===== config.mk =====
export PLATFORM = sky130hd
export DESIGN_NAME = trp_parser
export DESIGN_NICKNAME = d
export VERILOG_FILES = /design/src/include/trp_pkg.sv /design/src/core/trp_csum.sv /design/src/core/trp_parser.sv
export VERILOG_INCLUDE_DIRS = /design/src /design/src/include
export SDC_FILE = /design/constraint.sdc
export NUM_CORES = 1
export LEC_CHECK = 0
export ABC_AREA = 1
export ABC_CLOCK_PERIOD_IN_PS = 3400
export BUFFER_PORTS_ARGS = -buffer_cell sky130_fd_sc_hd__clkbuf_2
export CAP_MARGIN = 0
export CORE_MARGIN = 4
export CORE_UTILIZATION = 47
export CTS_CLUSTER_DIAMETER = 120
export CTS_CLUSTER_SIZE = 28
export DETAILED_ROUTE_END_ITERATION = 12
export HOLD_SLACK_MARGIN = 0.08
export PLACE_DENSITY_LB_ADDON = 0.2
export SLEW_MARGIN = 5
export SYNTH_ARGS = -nofsm -noshare
export SYNTH_HDL_FRONTEND = slang
export SYNTH_SLANG_ARGS = --single-unit

===== constraint.sdc =====
create_clock -name clk -period 3.4 [get_ports clk]
set_input_delay 0.34 -clock clk [delete_from_list [all_inputs] [get_ports clk]]
set_output_delay 0.34 -clock clk [all_outputs]
set_load 0.005 [all_outputs]

===== src/include/trp_map.svh =====
// offsets, byte values and counts for the tape record parser
`ifndef TRP_MAP_SVH
`define TRP_MAP_SVH
`define TRP_SYNC_BYTE   8'he6
`define TRP_SOH_BYTE    8'h01
`define TRP_SYNC_COUNT  5'h10
`define TRP_NAME_LEN    4'h8
`define TRP_HDR_LEN     4'hf
`define TRP_OFS_NUM_LO  4'h8
`define TRP_OFS_NUM_HI  4'h9
`define TRP_OFS_LEN     4'ha
`define TRP_OFS_ADR_LO  4'hb
`define TRP_OFS_ADR_HI  4'hc
`define TRP_OFS_TYPE    4'hd
`define TRP_OFS_CSUM    4'he
`define TRP_TYPE_ABS    8'h00
`define TRP_TYPE_COMM   8'h01
`define TRP_TYPE_END    8'h02
`define TRP_TYPE_EXEC   8'h03
`define TRP_TYPE_DATA   8'h04
`endif


===== src/include/trp_pkg.sv =====
// types shared by the tape record parser
package trp_pkg;
   typedef enum logic [4:0] {
      TRP_HUNT   = 5'b00001,
      TRP_SOH    = 5'b00010,
      TRP_HEADER = 5'b00100,
      TRP_DATA   = 5'b01000,
      TRP_DCSUM  = 5'b10000
   } trp_state_e;
   typedef logic [7:0] trp_byte_t;
endpackage : trp_pkg


===== src/core/trp_csum.sv =====
// running negated-sum checksum accumulator
`timescale 1ns/10ps
`default_nettype none
module trp_csum #(
   parameter int W = 8
) (
   input  wire logic         clk,
   input  wire logic         nrst,
   input  wire logic         clear,
   input  wire logic         add,
   input  wire logic [W-1:0] din,
   output logic      [W-1:0] sum_q,
   output logic              zero
);
   logic [W-1:0] sum_d;

   // clear wins so a new block starts from zero
   always_comb begin
      sum_d = sum_q;
      if (clear) begin
         sum_d = '0;
      end else if (add) begin
         sum_d = W'(sum_q + din);
      end
   end

   always_ff @(posedge clk or negedge nrst) begin
      if (!nrst) begin
         sum_q <= '0;
      end else begin
         sum_q <= sum_d;
      end
   end

   // sum plus incoming byte; zero means the trailing checksum fits
   assign zero = (W'(sum_q + din) == '0);
endmodule : trp_csum
`default_nettype wire


===== src/core/trp_parser.sv =====
// tape record parser: sync hunt, header decode, data delivery
`timescale 1ns/10ps
`include "trp_map.svh"
`default_nettype none
module trp_parser #(
   parameter int NAME_BYTES = 8
) (
   input  wire logic        clk,
   input  wire logic        nrst,
   input  wire logic        in_valid,
   input  wire logic [7:0]  in_data,
   input  wire logic        err_clear,
   output logic             hdr_valid,
   output logic [63:0]      rec_name,
   output logic [15:0]      rec_number,
   output logic [7:0]       record_type,
   output logic [8:0]       block_length,
   output logic [15:0]      rec_addr,
   output logic             mem_we,
   output logic [15:0]      mem_addr,
   output logic [7:0]       mem_data,
   output logic             buf_valid,
   output logic [7:0]       buf_data,
   output logic             disp_valid,
   output logic [7:0]       disp_data,
   output logic             src_stop,
   output logic             exec_req,
   output logic [15:0]      exec_addr,
   output logic             rec_done,
   output logic             csum_err,
   output logic             load_halt
);
   trp_pkg::trp_state_e state_q, state_d;
   logic [4:0]  sync_cnt_q, sync_cnt_d;
   logic [3:0]  hidx_q, hidx_d;
   logic [8:0]  left_q, left_d;
   logic [63:0] name_q, name_d;
   logic [15:0] num_q, num_d, addr_q, addr_d, wptr_q, wptr_d;
   logic [7:0]  len_q, len_d, type_q, type_d;
   logic        hdr_valid_d, mem_we_d, buf_valid_d, disp_valid_d;
   logic        src_stop_d, exec_req_d, rec_done_d, csum_err_d;
   logic        load_halt_d;
   logic [15:0] exec_addr_d;
   logic [7:0]  out_byte_d;
   logic        sum_clear, sum_add, sum_zero;
   // only the zero test of the running sum is needed here

   // one accumulator, cleared per block, shared by header and data
   trp_csum #(.W(8)) u_csum (
      .clk   (clk),
      .nrst  (nrst),
      .clear (sum_clear),
      .add   (sum_add),
      .din   (in_data),
      .sum_q (),
      .zero  (sum_zero)
   );

   // record sequencer; every byte is taken the cycle it arrives
   always_comb begin
      state_d      = state_q;
      sync_cnt_d   = sync_cnt_q;
      hidx_d       = hidx_q;
      left_d       = left_q;
      name_d       = name_q;
      num_d        = num_q;
      addr_d       = addr_q;
      len_d        = len_q;
      type_d       = type_q;
      wptr_d       = wptr_q;
      hdr_valid_d  = 1'b0;
      mem_we_d     = 1'b0;
      buf_valid_d  = 1'b0;
      disp_valid_d = 1'b0;
      src_stop_d   = 1'b0;
      exec_req_d   = 1'b0;
      rec_done_d   = 1'b0;
      csum_err_d   = csum_err;
      load_halt_d  = load_halt;
      exec_addr_d  = exec_addr;
      out_byte_d   = in_data;
      sum_clear    = 1'b0;
      sum_add      = 1'b0;
      // software clear loses to a fresh error raised below
      if (err_clear) begin
         csum_err_d  = 1'b0;
         load_halt_d = 1'b0;
      end
      if (in_valid) begin
         unique case (state_q)
            trp_pkg::TRP_HUNT: begin
               // idle bytes of any count just keep us hunting
               if (in_data == `TRP_SYNC_BYTE) begin
                  if (sync_cnt_q == `TRP_SYNC_COUNT - 5'h01) begin
                     state_d = trp_pkg::TRP_SOH;
                  end else begin
                     sync_cnt_d = 5'(sync_cnt_q + 5'h01);
                  end
               end else begin
                  sync_cnt_d = '0;
               end
            end
            trp_pkg::TRP_SOH: begin
               sync_cnt_d = '0;
               sum_clear  = 1'b1;
               hidx_d     = '0;
               // a 17th sync breaks the exact-run framing
               if (in_data == `TRP_SOH_BYTE) begin
                  state_d = trp_pkg::TRP_HEADER;
               end else begin
                  state_d = trp_pkg::TRP_HUNT;
               end
            end
            trp_pkg::TRP_HEADER: begin
               sum_add = 1'b1;
               hidx_d  = 4'(hidx_q + 4'h1);
               // fields land by position in the header
               if (hidx_q < `TRP_NAME_LEN) begin
                  name_d = {name_q[55:0], in_data};
               end
               if (hidx_q == `TRP_OFS_NUM_LO) begin
                  num_d[7:0] = in_data;
               end
               if (hidx_q == `TRP_OFS_NUM_HI) begin
                  num_d[15:8] = in_data;
               end
               if (hidx_q == `TRP_OFS_LEN) begin
                  len_d = in_data;
               end
               if (hidx_q == `TRP_OFS_ADR_LO) begin
                  addr_d[7:0] = in_data;
               end
               if (hidx_q == `TRP_OFS_ADR_HI) begin
                  addr_d[15:8] = in_data;
               end
               if (hidx_q == `TRP_OFS_TYPE) begin
                  type_d = in_data;
               end
               if (hidx_q == `TRP_OFS_CSUM) begin
                  sum_clear = 1'b1;
                  sum_add   = 1'b0;
                  state_d   = trp_pkg::TRP_HUNT;
                  if (!sum_zero) begin
                     // silent drop, hunt afresh
                     state_d = trp_pkg::TRP_HUNT;
                  end else begin
                     hdr_valid_d = 1'b1;
                     // zero length is 256 bytes
                     left_d = (len_q == 8'h00) ? 9'h100 : {1'b0, len_q};
                     wptr_d = addr_q;
                     unique case (type_q)
                        `TRP_TYPE_ABS, `TRP_TYPE_COMM, `TRP_TYPE_DATA: begin
                           state_d = trp_pkg::TRP_DATA;
                        end
                        `TRP_TYPE_END: begin
                           src_stop_d = 1'b1;
                           rec_done_d = 1'b1;
                        end
                        `TRP_TYPE_EXEC: begin
                           exec_req_d  = 1'b1;
                           exec_addr_d = addr_q;
                           rec_done_d  = 1'b1;
                        end
                        default: begin
                           rec_done_d = 1'b1;
                        end
                     endcase
                  end
               end
            end
            trp_pkg::TRP_DATA: begin
               sum_add = 1'b1;
               left_d  = 9'(left_q - 9'h001);
               unique case (type_q)
                  `TRP_TYPE_ABS: begin
                     mem_we_d = ~load_halt;
                     wptr_d   = 16'(wptr_q + 16'h0001);
                  end
                  `TRP_TYPE_COMM: begin
                     disp_valid_d = 1'b1;
                  end
                  default: begin
                     buf_valid_d = ~load_halt;
                  end
               endcase
               if (left_q == 9'h001) begin
                  state_d = trp_pkg::TRP_DCSUM;
               end
            end
            trp_pkg::TRP_DCSUM: begin
               sum_clear  = 1'b1;
               state_d    = trp_pkg::TRP_HUNT;
               rec_done_d = 1'b1;
               if (!sum_zero && type_q != `TRP_TYPE_COMM) begin
                  csum_err_d  = 1'b1;
                  load_halt_d = 1'b1;
               end else if (sum_zero && load_halt) begin
                  // a clean re-read of any data-carrying record lifts the halt
                  load_halt_d = 1'b0;
               end
            end
            default: begin
               state_d = trp_pkg::TRP_HUNT;
            end
         endcase
      end
   end

   // registers and registered outputs
   always_ff @(posedge clk or negedge nrst) begin
      if (!nrst) begin
         state_q      <= trp_pkg::TRP_HUNT;
         sync_cnt_q   <= '0;
         hidx_q       <= '0;
         left_q       <= '0;
         name_q       <= '0;
         num_q        <= '0;
         addr_q       <= '0;
         len_q        <= '0;
         type_q       <= '0;
         wptr_q       <= '0;
         hdr_valid    <= 1'b0;
         rec_name     <= '0;
         rec_number   <= '0;
         record_type  <= '0;
         block_length <= '0;
         rec_addr     <= '0;
         mem_we       <= 1'b0;
         mem_addr     <= '0;
         mem_data     <= '0;
         buf_valid    <= 1'b0;
         buf_data     <= '0;
         disp_valid   <= 1'b0;
         disp_data    <= '0;
         src_stop     <= 1'b0;
         exec_req     <= 1'b0;
         exec_addr    <= '0;
         rec_done     <= 1'b0;
         csum_err     <= 1'b0;
         load_halt    <= 1'b0;
      end else begin
         state_q      <= state_d;
         sync_cnt_q   <= sync_cnt_d;
         hidx_q       <= hidx_d;
         left_q       <= left_d;
         name_q       <= name_d;
         num_q        <= num_d;
         addr_q       <= addr_d;
         len_q        <= len_d;
         type_q       <= type_d;
         wptr_q       <= wptr_d;
         hdr_valid    <= hdr_valid_d;
         mem_we       <= mem_we_d;
         mem_addr     <= wptr_q;
         mem_data     <= out_byte_d;
         buf_valid    <= buf_valid_d;
         buf_data     <= out_byte_d;
         disp_valid   <= disp_valid_d;
         disp_data    <= out_byte_d;
         src_stop     <= src_stop_d;
         exec_req     <= exec_req_d;
         exec_addr    <= exec_addr_d;
         rec_done     <= rec_done_d;
         csum_err     <= csum_err_d;
         load_halt    <= load_halt_d;
         if (hdr_valid_d) begin
            rec_name     <= name_q;
            rec_number   <= num_q;
            record_type  <= type_q;
            block_length <= left_d;
            rec_addr     <= addr_q;
         end
      end
   end
endmodule : trp_parser
`default_nettype wire


== Word-level counts from Yosys, hierarchy flattened ==
Cells that the tools add are included.
Operators by class
  add/subtract/negate cells: 5
  multiply operators: 0
  div/mod/pow operators: 0
  $lt $le $gt $ge: 1
  eq/ne operators: 28
  shift operators: 0
  muxes and demuxes: 66
  bitwise operators: 1
  reduce and logical (&&, ||, !) cells: 25
Operator list (count)
  $mux W16: 3
  $mux W1: 40
  $mux W9: 4
  $pmux W16 S2: 1
  $mux W5: 6
  $eq A4 B4 Y1 const B: 7
  $logic_not A8 Y1: 3
  $reduce_and A3 Y1: 8
  $pmux W5 S4: 1
  $pmux W9 S2: 1
  $add A16 B1 Y16 const B: 1
  $eq A8 B1 Y1 const B: 2
  $eq A8 B2 Y1 const B: 2
  $mux W8: 2
  $reduce_and A5 Y1: 3
  $eq A5 B4 Y1 const B: 2
  $ne A2 B2 Y1 const B: 5
  $pmux W5 S2: 1
  $eq A9 B1 Y1 const B: 1
  $sub A9 B1 Y9 const B: 1
  $add A8 B8 Y8: 1
  $eq A8 B3 Y1 const B: 1
  $eq A8 B8 Y1 const B: 1
  $mux W4: 2
  20 further kinds: 27
Storage, ports and cells
  register bits: 321
  latch bits: 0
  RAM bits: 0
  memory bits (read-only): 0
  output and inout bits: 178
  logic and storage cells: 156
  memories kept: 0

== Logic depth before layout (Yosys ltp) ==
Gate-level depths: netlist of the first run.
  depth in word-level cells: 7
  gate-level depth with buffers: 17
  gate-level depth less buffers: 17

== By module ==
A second synthesis of the first run with hierarchy kept.
Unflattened totals
  cell total of the unflattened synthesis: 1486
  area total of the unflattened synthesis: 13330.3 um2
Modules (own cells, without submodules)
  trp_parser: instances 1, cells an instance 1387, area an instance 12648.4 um2, seq. area each 7833.8 um2
  trp_csum: instances 1, cells an instance 99, area an instance 681.9 um2, seq. area each 200.2 um2

== Least setup slack after synthesis of the first run ==
No wires, ideal clock.
  path kind: register to register
  start: register u_csum.sum_q[0]
  end: register block_length[7]
  arrival: 2.299 ns
  data required time: 3.283 ns
  setup slack: 0.985 ns
  cell stages (with the launch flop): 17
  buffers on the path: 2
  clock period less this slack: 2.415 ns
  cell sequence: dfrtp_1 ha_1 fa_1 nand2_1 nand2_1 nand3b_1 nand2_1 nand2_1 nand2_1 nor2_2 nand3_4 inv_2 nand2_4 buf_4 buf_2 nand2_1 nand2_1
Between the ends
  cells in the longest elaborated chain, start to end: 6
  elaborated cells between the ends (all ways): 10
Ends and longest elaborated chain
  start, declared: RTL line trp_csum.sv:12  | output logic [W-1:0] sum_q,
  start signal, assigned: RTL line trp_csum.sv:31  | sum_q <= sum_d;
  $add A8 B8 Y8 (*): RTL line trp_csum.sv:36  | assign zero = (W'(sum_q + din) == '0);
  $logic_not A8 Y1 (*): RTL line trp_csum.sv:36
  $mux W9 or $mux W1 (tied branches): RTL line trp_parser.sv:143  | if (!sum_zero) begin
  $mux W9 or $mux W1 (tied branches): RTL line trp_parser.sv:139  | if (hidx_q == `TRP_OFS_CSUM) begin
  $pmux W9 S2 or $mux W1 (tied branches): RTL line trp_parser.sv:90  | unique case (state_q)
  $mux W9 or $mux W1 (tied branches): RTL line trp_parser.sv:89  | if (in_valid) begin
  end signal, assigned: RTL line trp_parser.sv:270  | block_length <= left_d;
  end, declared: RTL line trp_parser.sv:17  | output logic [8:0] block_length,
Every way passes the cells marked *; elsewhere a longest branch is shown, timed or not.
A chain may end at the register's enable or synchronous reset.

== Final worst setup path of the first run ==
  start: input port in_data[0]
  end: register wptr_q[0]
Between the ends
  cells in the longest elaborated chain, start to end: 4
Ends and longest elaborated chain
  start, declared: RTL line trp_parser.sv:11  | input wire logic [7:0] in_data,
  $add A8 B8 Y8: RTL line trp_csum.sv:36
  $logic_not A8 Y1: RTL line trp_csum.sv:36
  $ne A2 B2 Y1 (no source line)
  $reduce_and A5 Y1 (no source line)
  end signal, assigned: RTL line trp_parser.sv:251  | wptr_q <= wptr_d;
  end, declared: RTL line trp_parser.sv:38  | logic [15:0] num_q, num_d, addr_q, addr_d, wptr_q, wptr_d;
Every way passes these cells.

==> results of run 1 <==
-- sequential cells by signal (all words and copies together), names as in the netlist, 16 cells and up --
signal,cells
rec_number,16
addr_q,16
wptr_q,16
name_q,64
exec_addr,16
num_q,16
rec_addr,16
mem_addr,16
rec_name,64
-- worst register-to-register path, delay by kind of cell (launching register included) --
family	cells	cell delay [ps]
DFF	1	390
AOI/OAI and AO/OA	1	70
and+or+nand+nor	11	1670
adders and majority gates	2	660
buffers and inverters	1	50
-- repair_timing --
| item | 4_1_cts | 5_1_grt |
|---|---|---|
| hold endpoints to repair | 99 | 0 |
| resized for setup | 0 | 0 |
| hold buffers | 9 | 0 |
| buffers inserted | 0 | 0 |
-- stage by stage --
stage	util [%]	cell area, sq um	std cells	power (uW)	hold slack (ps)
final	53.9	15100	1978	8820	111
after CTS	53.9	15100	1978	8900	97.8
after global routing	53.9	15100	1978	9440	154
after global placement	52.1	14600	1948	6800	384
after floorplan	-	13400	1438	6210	44.4
after detailed placement	52.1	14600	1948	6860	388
-- worst min path at each step --
stage	endpoint	from	depth (start not counted)	slack, ps
after global placement	mem_addr[12]	wptr_q[12]	0	380
after detailed placement	mem_addr[12]	wptr_q[12]	0	390
final	csum_err	err_clear	4	110
after global routing	load_halt	err_clear	4	150
after CTS	csum_err	err_clear	4	100
after floorplan	addr_q[0]	nrst	0	40
-- area by class of cell --
| class | count | area [sq um] | share of cell area [%] |
|---|---|---|---|
| Clock buffer | 20 | 394 | 2.62 |
| Tap cell | 378 | 473 | 3.14 |
| Multi-Input combinational cell | 880 | 4290 | 28.5 |
| Timing Repair Buffer | 213 | 1230 | 8.19 |
| Clock inverter | 1 | 16.3 | 0.108 |
| Inverter | 165 | 619 | 4.11 |
| Sequential cell | 321 | 8030 | 53.3 |
-- report_power, final --
group          switching, uW  leakage [uW]  internal [uW]
registers                366       0.00436           4380
clock network           1190      0.000198            837
logic                   1370       0.00307            680
total                   2930       0.00763           5890
-- layout by cell type, fill, tap and decap left out, types with 3 or more instances in the layout --
cell type	count
a21oi_1	20
a31oi_1	6
buf_12	6
buf_4	9
clkbuf_1	5
clkbuf_16	15
clkbuf_2	188
dfrtp_1	320
dlygate4sd3_1	9
ha_1	16
inv_1	157
inv_2	7
nand2_1	405
nand3_1	49
nand4_1	9
nor2_1	35
nor3_1	7
nor4_1	8
o211ai_1	14
o21ai_0	197
o21ai_1	60
o22ai_1	7
xnor2_1	3
xor2_1	12
-- per-layer routing --
layer,share of wire [%],vias up
met4,1.4,0
met3,4.7,33
li1,-,4923
met5,0,-
met2,46,203
met1,48,4723
-- kinds of logic (layout without fill, tap and decap cells) --
logic type / count (synthesis) / in the layout / synth area share (%)
AO/OA/AOI/OAI: 315 / 315 / 12.4
XOR/XNOR: 15 / 15 / 0.984
adder cells (fa/ha/maj): 17 / 17 / 1.65
buffers and inverters: 237 / 399 / 7.81
flip-flops: 321 / 321 / 60.2
multiplexers: 2 / 2 / 0.150
AND/OR/NAND/NOR: 531 / 531 / 16.8
==> impl_metrics.py, run 1 <==
metrics = {
    "yosys": {
        "synth_area_sq_mm": 0.0134,
        "synth_cell_types": 47,
        "synthTopCellsByArea": "dfrtp_1 60%, nand2_1 11%, o21ai_0 7.4%, inv_1 4.4%, o21ai_1 2.2%",
        "ys.flop_type": "dfrtp_1",
        "async_reset_ff_share_pct": 100,
        "syn-num-nets": 1467,
        "synth_edf_count": 0,
        "synth_top_cells_by_count": "406 x nand2_1, 320 x dfrtp_1, 197 x o21ai_0, 157 x inv_1, 60 x o21ai_1",
        "yosysMostFrequentCell": "nand2_1",
        "syn_inst": 1438,
        "synth_top_area_cell": "dfrtp_1",
        "ys_warn_count": 0,
        "synth_area_per_cell_sq_um": 9.29,
        "ys_ff_latch": 321,
        "seq_area_frac_synth_pct": 60.2,
        "synth.top_cell.area_share_pct": 60.0,
    },
    "floorplan": {
        "die_area_sq_mm": 0.0312,
        "initial_core_util_pct": 47.8,
        "design.core.area_sq_mm": 0.0279,
        "die_h_microns": 177,
        "die_w_microns": 177,
        "num_rows": 61,
        "io_pins": 190,
    },
    "global_route": {
        "grt_overflow": 0,
        "antenna_found_initial": 0,
        "gr-usage-met1_pct": 30.4,
        "gr-usage-all-layers_pct": 20.4,
        "grt_pass1_wl_mm": 51.8,
        "grt_pass1_vias": 9635,
        "met3_usage_pct": 2.46,
        "busiest_layer": "met2",
        "grt_max_degree": 129,
        "grtUsageMet2_pct": 33.1,
    },
    "detailed_routing": {
        "drt-vias-per-instance": 5.00,
        "dr.pass1.iters": 4,
        "drt_wl_total_mm": 31.8,
        "vias": 9882,
        "avgRoutedWirePerCell_microns": 16.1,
        "drt-initial-drc-count": 758,
        "ant_nets": 0,
        "drc_errors": 0,
    },
    "setup_path": {
        "r2r-end": "wptr_q[0]",
        "critPathSlowestCell": "dlygate4sd3_1",
        "critPathMaxFanout": 17,
        "r2r_start": "u_csum.sum_q[0]",
        "startpoint": "in_data[0]",
        "cp_top_family": "simple AND/OR/NAND/NOR gates",
        "max_stage_delay_ps": 530,
        "path_buf_inv": 3,
        "r2r_cells": 15,
        "crit_top_cell": "nand2_1",
        "cp_num_cells": 17,
        "critPathCapture": "wptr_q[0]",
        "reg2reg_slack_ps": 480,
        "crit_type": "primary input to register",
        "path_cells": "dlygate4sd3_1 -> clkbuf_2 -> ha_1 -> fa_1 -> nand2_1 -> nand2_1 -> nand3b_1 -> nand2_1 -> nand2_1 -> nand2_1 -> nor2_2 -> nand3_4 -> nor2_8 -> nor2_1 -> or2_0 -> o21ai_0 -> inv_1",
        "cp.arrival_ps": 3490,
        "start_kind": "primary input",
        "required_ps": 3800,
        "crit_path_end_kind": "register",
    },
    "clock_tree": {
        "max-clock-path-buffers": 3,
        "clkTransAtPathRegs_ps": 110,
        "clk_latency_ps": 510,
        "h-tree-depth": 1,
        "numClockSinks": 321,
        "cts_buffers": 15,
        "cts_tree": "built",
        "cts-root-buf": "clkbuf_16",
    },
    "placed_design": {
        "place_ws_ps": 356,
        "place_hpwl_mm": 22.3,
        "io_buffer_count": 189,
        "gp_congestion": 0.866,
    },
    "layout": {
        "fin_nets": 1625,
        "drive_above_1_share_pct": 15.3,
        "diodes": 0,
        "area_growth_pct": 12.8,
        "n_fill_cell": 2668,
    },
    "timing": {
        "timing.final.ws_setup_ps": 313,
        "setup_tns_ps": 0,
        "final.period_utilization_pct": 90.8,
        "max_slew.worst_pin.slew_ps": 1110,
        "final-setup-viol-count": 0,
        "max_freq_mhz": 324,
        "maxSlewHeadroom_pct": 23.8,
        "min_period_ps": 3090,
        "fin_skew_ps": 31.0,
        "finalMaxSlewViolations": 0,
        "hold_viol": 0,
        "grt_setup_unrepaired": "false",
    },
    "run": {
        "drv_cap": 0,
    },
    "status": {
        "status": "finished clean",
    },
    "min_path": {
        "hp-class": "primary input to register",
    },
    "power_and_ir_drop": {
        "p_leak_uw": 0.00763,
        "powerDensity_mw_per_mm2": 585,
        "vdd_drop_max_mv": 0.403,
    },
}
No activity file was read; power rests on OpenSTA's default activity.
==> run 2: changes to the inputs <==
GPL_TIMING_DRIVEN = 0   (was unset)
==> run 2 against run 1 <==
  * Combinational power is 4% higher
  * Worst setup slack worse by 9.0 ps
  * Cell count is 3.1% higher
  * Count of clock-buffer cells in the layout is 1 lower
  * Die area stayed put
  * Utilization is 1.1 points higher
  * Via count is 5.6% higher
  * Critical path depth is 1 lower
  * Non-clock buffer count is 60 higher
  * Power is 1.1% higher
  * Fmax is 0.29% lower
==> impl_metrics.py, run 2 (same netlist as run 1, synthesis figures left out) <==
metrics = {
    "layout": {
        "fin_nets": 1685,
        "n_fill_cell": 2604,
        "final_common_cell": "nand2_1",
        "fin_cells": 2039,
        "area_growth_pct": 15.2,
        "top_regs": "name_q x64, rec_name x64",
        "postLayoutCoreUtil_pct": 55.1,
        "most-common-layout-cells": "406 x nand2_1, 320 x dfrtp_1, 196 x o21ai_0",
        "diodes": 0,
        "drive_above_1_share_pct": 16.6,
    },
    "setup_path": {
        "cp.arrival_ps": 3520,
        "r2r-end": "rec_done",
        "start_kind": "primary input",
        "startpoint": "in_data[0]",
        "required_ps": 3820,
        "r2r_start": "u_csum.sum_q[0]",
        "critPathMaxFanout": 10,
        "r2r_cells": 14,
        "reg2reg_slack_ps": 490,
        "crit_type": "primary input to register",
        "crit_path_end_kind": "register",
        "critPathCapture": "rec_done",
    },
    "detailed_routing": {
        "drt_wl_total_mm": 33.8,
        "dr.pass1.iters": 6,
        "drc_errors": 0,
        "drt-initial-drc-count": 726,
        "drt-vias-per-instance": 5.12,
        "vias": 10400,
        "avgRoutedWirePerCell_microns": 16.6,
        "ant_nets": 0,
    },
    "global_route": {
        "grt_overflow": 0,
        "grt_pass1_vias": 10200,
        "gr-usage-all-layers_pct": 21.6,
        "grt_pass1_wl_mm": 54.5,
        "grt_max_degree": 107,
        "antenna_found_initial": 0,
    },
    "clock_tree": {
        "cts-root-buf": "clkbuf_16",
        "h-tree-depth": 1,
        "max-clock-path-buffers": 3,
        "clkTransAtPathRegs_ps": 110,
        "clk_latency_ps": 510,
        "cts_tree": "built",
        "numClockSinks": 321,
        "cts_buffers": 15,
    },
    "run": {
        "drv_cap": 0,
    },
    "min_path": {
        "hp-class": "primary input to register",
        "min-delay-start": "err_clear",
    },
    "timing": {
        "min_period_ps": 3100,
        "fin_skew_ps": 21.0,
        "grt_setup_unrepaired": "false",
        "final-setup-viol-count": 0,
        "max_freq_mhz": 323,
        "final.period_utilization_pct": 91.1,
        "hold_viol": 0,
        "maxSlewHeadroom_pct": 17.1,
        "finalMaxSlewViolations": 0,
        "max_slew.worst_pin.slew_ps": 1210,
    },
    "placed_design": {
        "place_hpwl_mm": 24.5,
        "io_buffer_count": 189,
        "dp.cells": 2008,
        "gp_congestion": 0.847,
    },
    "power_and_ir_drop": {
        "p_leak_uw": 0.00781,
        "total_power_uw": 8920,
        "vdd_drop_max_mv": 0.307,
        "powerDensity_mw_per_mm2": 580,
    },
    "status": {
        "status": "finished clean",
    },
    "floorplan": {
        "die_w_microns": 177,
        "num_rows": 61,
        "io_pins": 190,
        "initial_core_util_pct": 47.8,
        "design.core.area_sq_mm": 0.0279,
        "die_area_sq_mm": 0.0312,
        "die_h_microns": 177,
    },
}
[run 2: report_power, final]
part / internal (uW) / leakage, uW / switching (uW) / total, uW
registers: 4380 / 0.00436 / 378 / 4750
logic: 702 / 0.00324 / 1430 / 2130
clock network: 837 / 0.000205 / 1190 / 2030
total: 5910 / 0.00781 / 3000 / 8920
[run 2: routing by layer]
layer | global-route usage, % | up-vias | routed length [microns] | share of wire, %
li1 | - | 5044 | - | -
met1 | 31.1 | 5078 | 15300 | 45
met2 | 35.6 | 262 | 16000 | 47
met3 | 2.46 | 51 | 1750 | 5.2
met4 | 5.32 | 0 | 780 | 2.3
met5 | 0 | - | 0 | 0
[run 2: area by class of cell]
type / instances / area [sq um] / share of cell area, %
multi-input cells: 880 / 4280 / 27.8
inverters: 165 / 619 / 4.03
plain buffers: 72 / 424 / 2.76
clock buffers: 19 / 390 / 2.54
clock inverters: 3 / 30.0 / 0.195
flip-flops and latches: 321 / 8030 / 52.2
well taps: 378 / 473 / 3.08
repair buffers: 201 / 1130 / 7.33
[run 2: worst min path at each step]
| stage | endpoint | slack, ps | cells past startpoint |
|---|---|---|---|
| after floorplan | addr_q[0] | 40 | 0 |
| after global placement | mem_addr[12] | 410 | 0 |
| after detailed placement | rec_name[35] | 350 | 1 |
| after CTS | csum_err | 110 | 4 |
| after global routing | csum_err | 140 | 4 |
| final | csum_err | 130 | 4 |
[run 2: worst max-delay path, stage by stage]
cell and delay [ps]:
dlygate4sd3_1 540, clkbuf_2 170, ha_1 260, fa_1 430, nand2_1 80, nand2_1 90
nand3b_1 160, nand2_1 100, nand2_1 70, nand2_1 60, nor2_2 150, nand3_4 170
inv_2 160, nand2_4 120, clkbuf_1 330, o21ai_2 280
[run 2: timing repair]
| item | 4_1_cts | 5_1_grt |
|---|---|---|
| setup buffers | 0 | 0 |
| endpoints found under the setup margin | 0 | 1 |
| hold endpoints to repair | 70 | 0 |
| resized for setup | 0 | 2 |
| hold buffers | 9 | 0 |
[run 2: per-stage QoR]
step | worst slack, ps | TNS [ps] | hold WS, ps | cell area, sq um
floorplan | 985 | 0 | 44.4 | 13400
global placement | -4880 | -1552040 | 412 | 14800
detailed placement | 224 | 0 | 345 | 14900
CTS | 195 | 0 | 110 | 15400
global route | 32.1 | 0 | 138 | 15400
finish | 304 | 0 | 126 | 15400
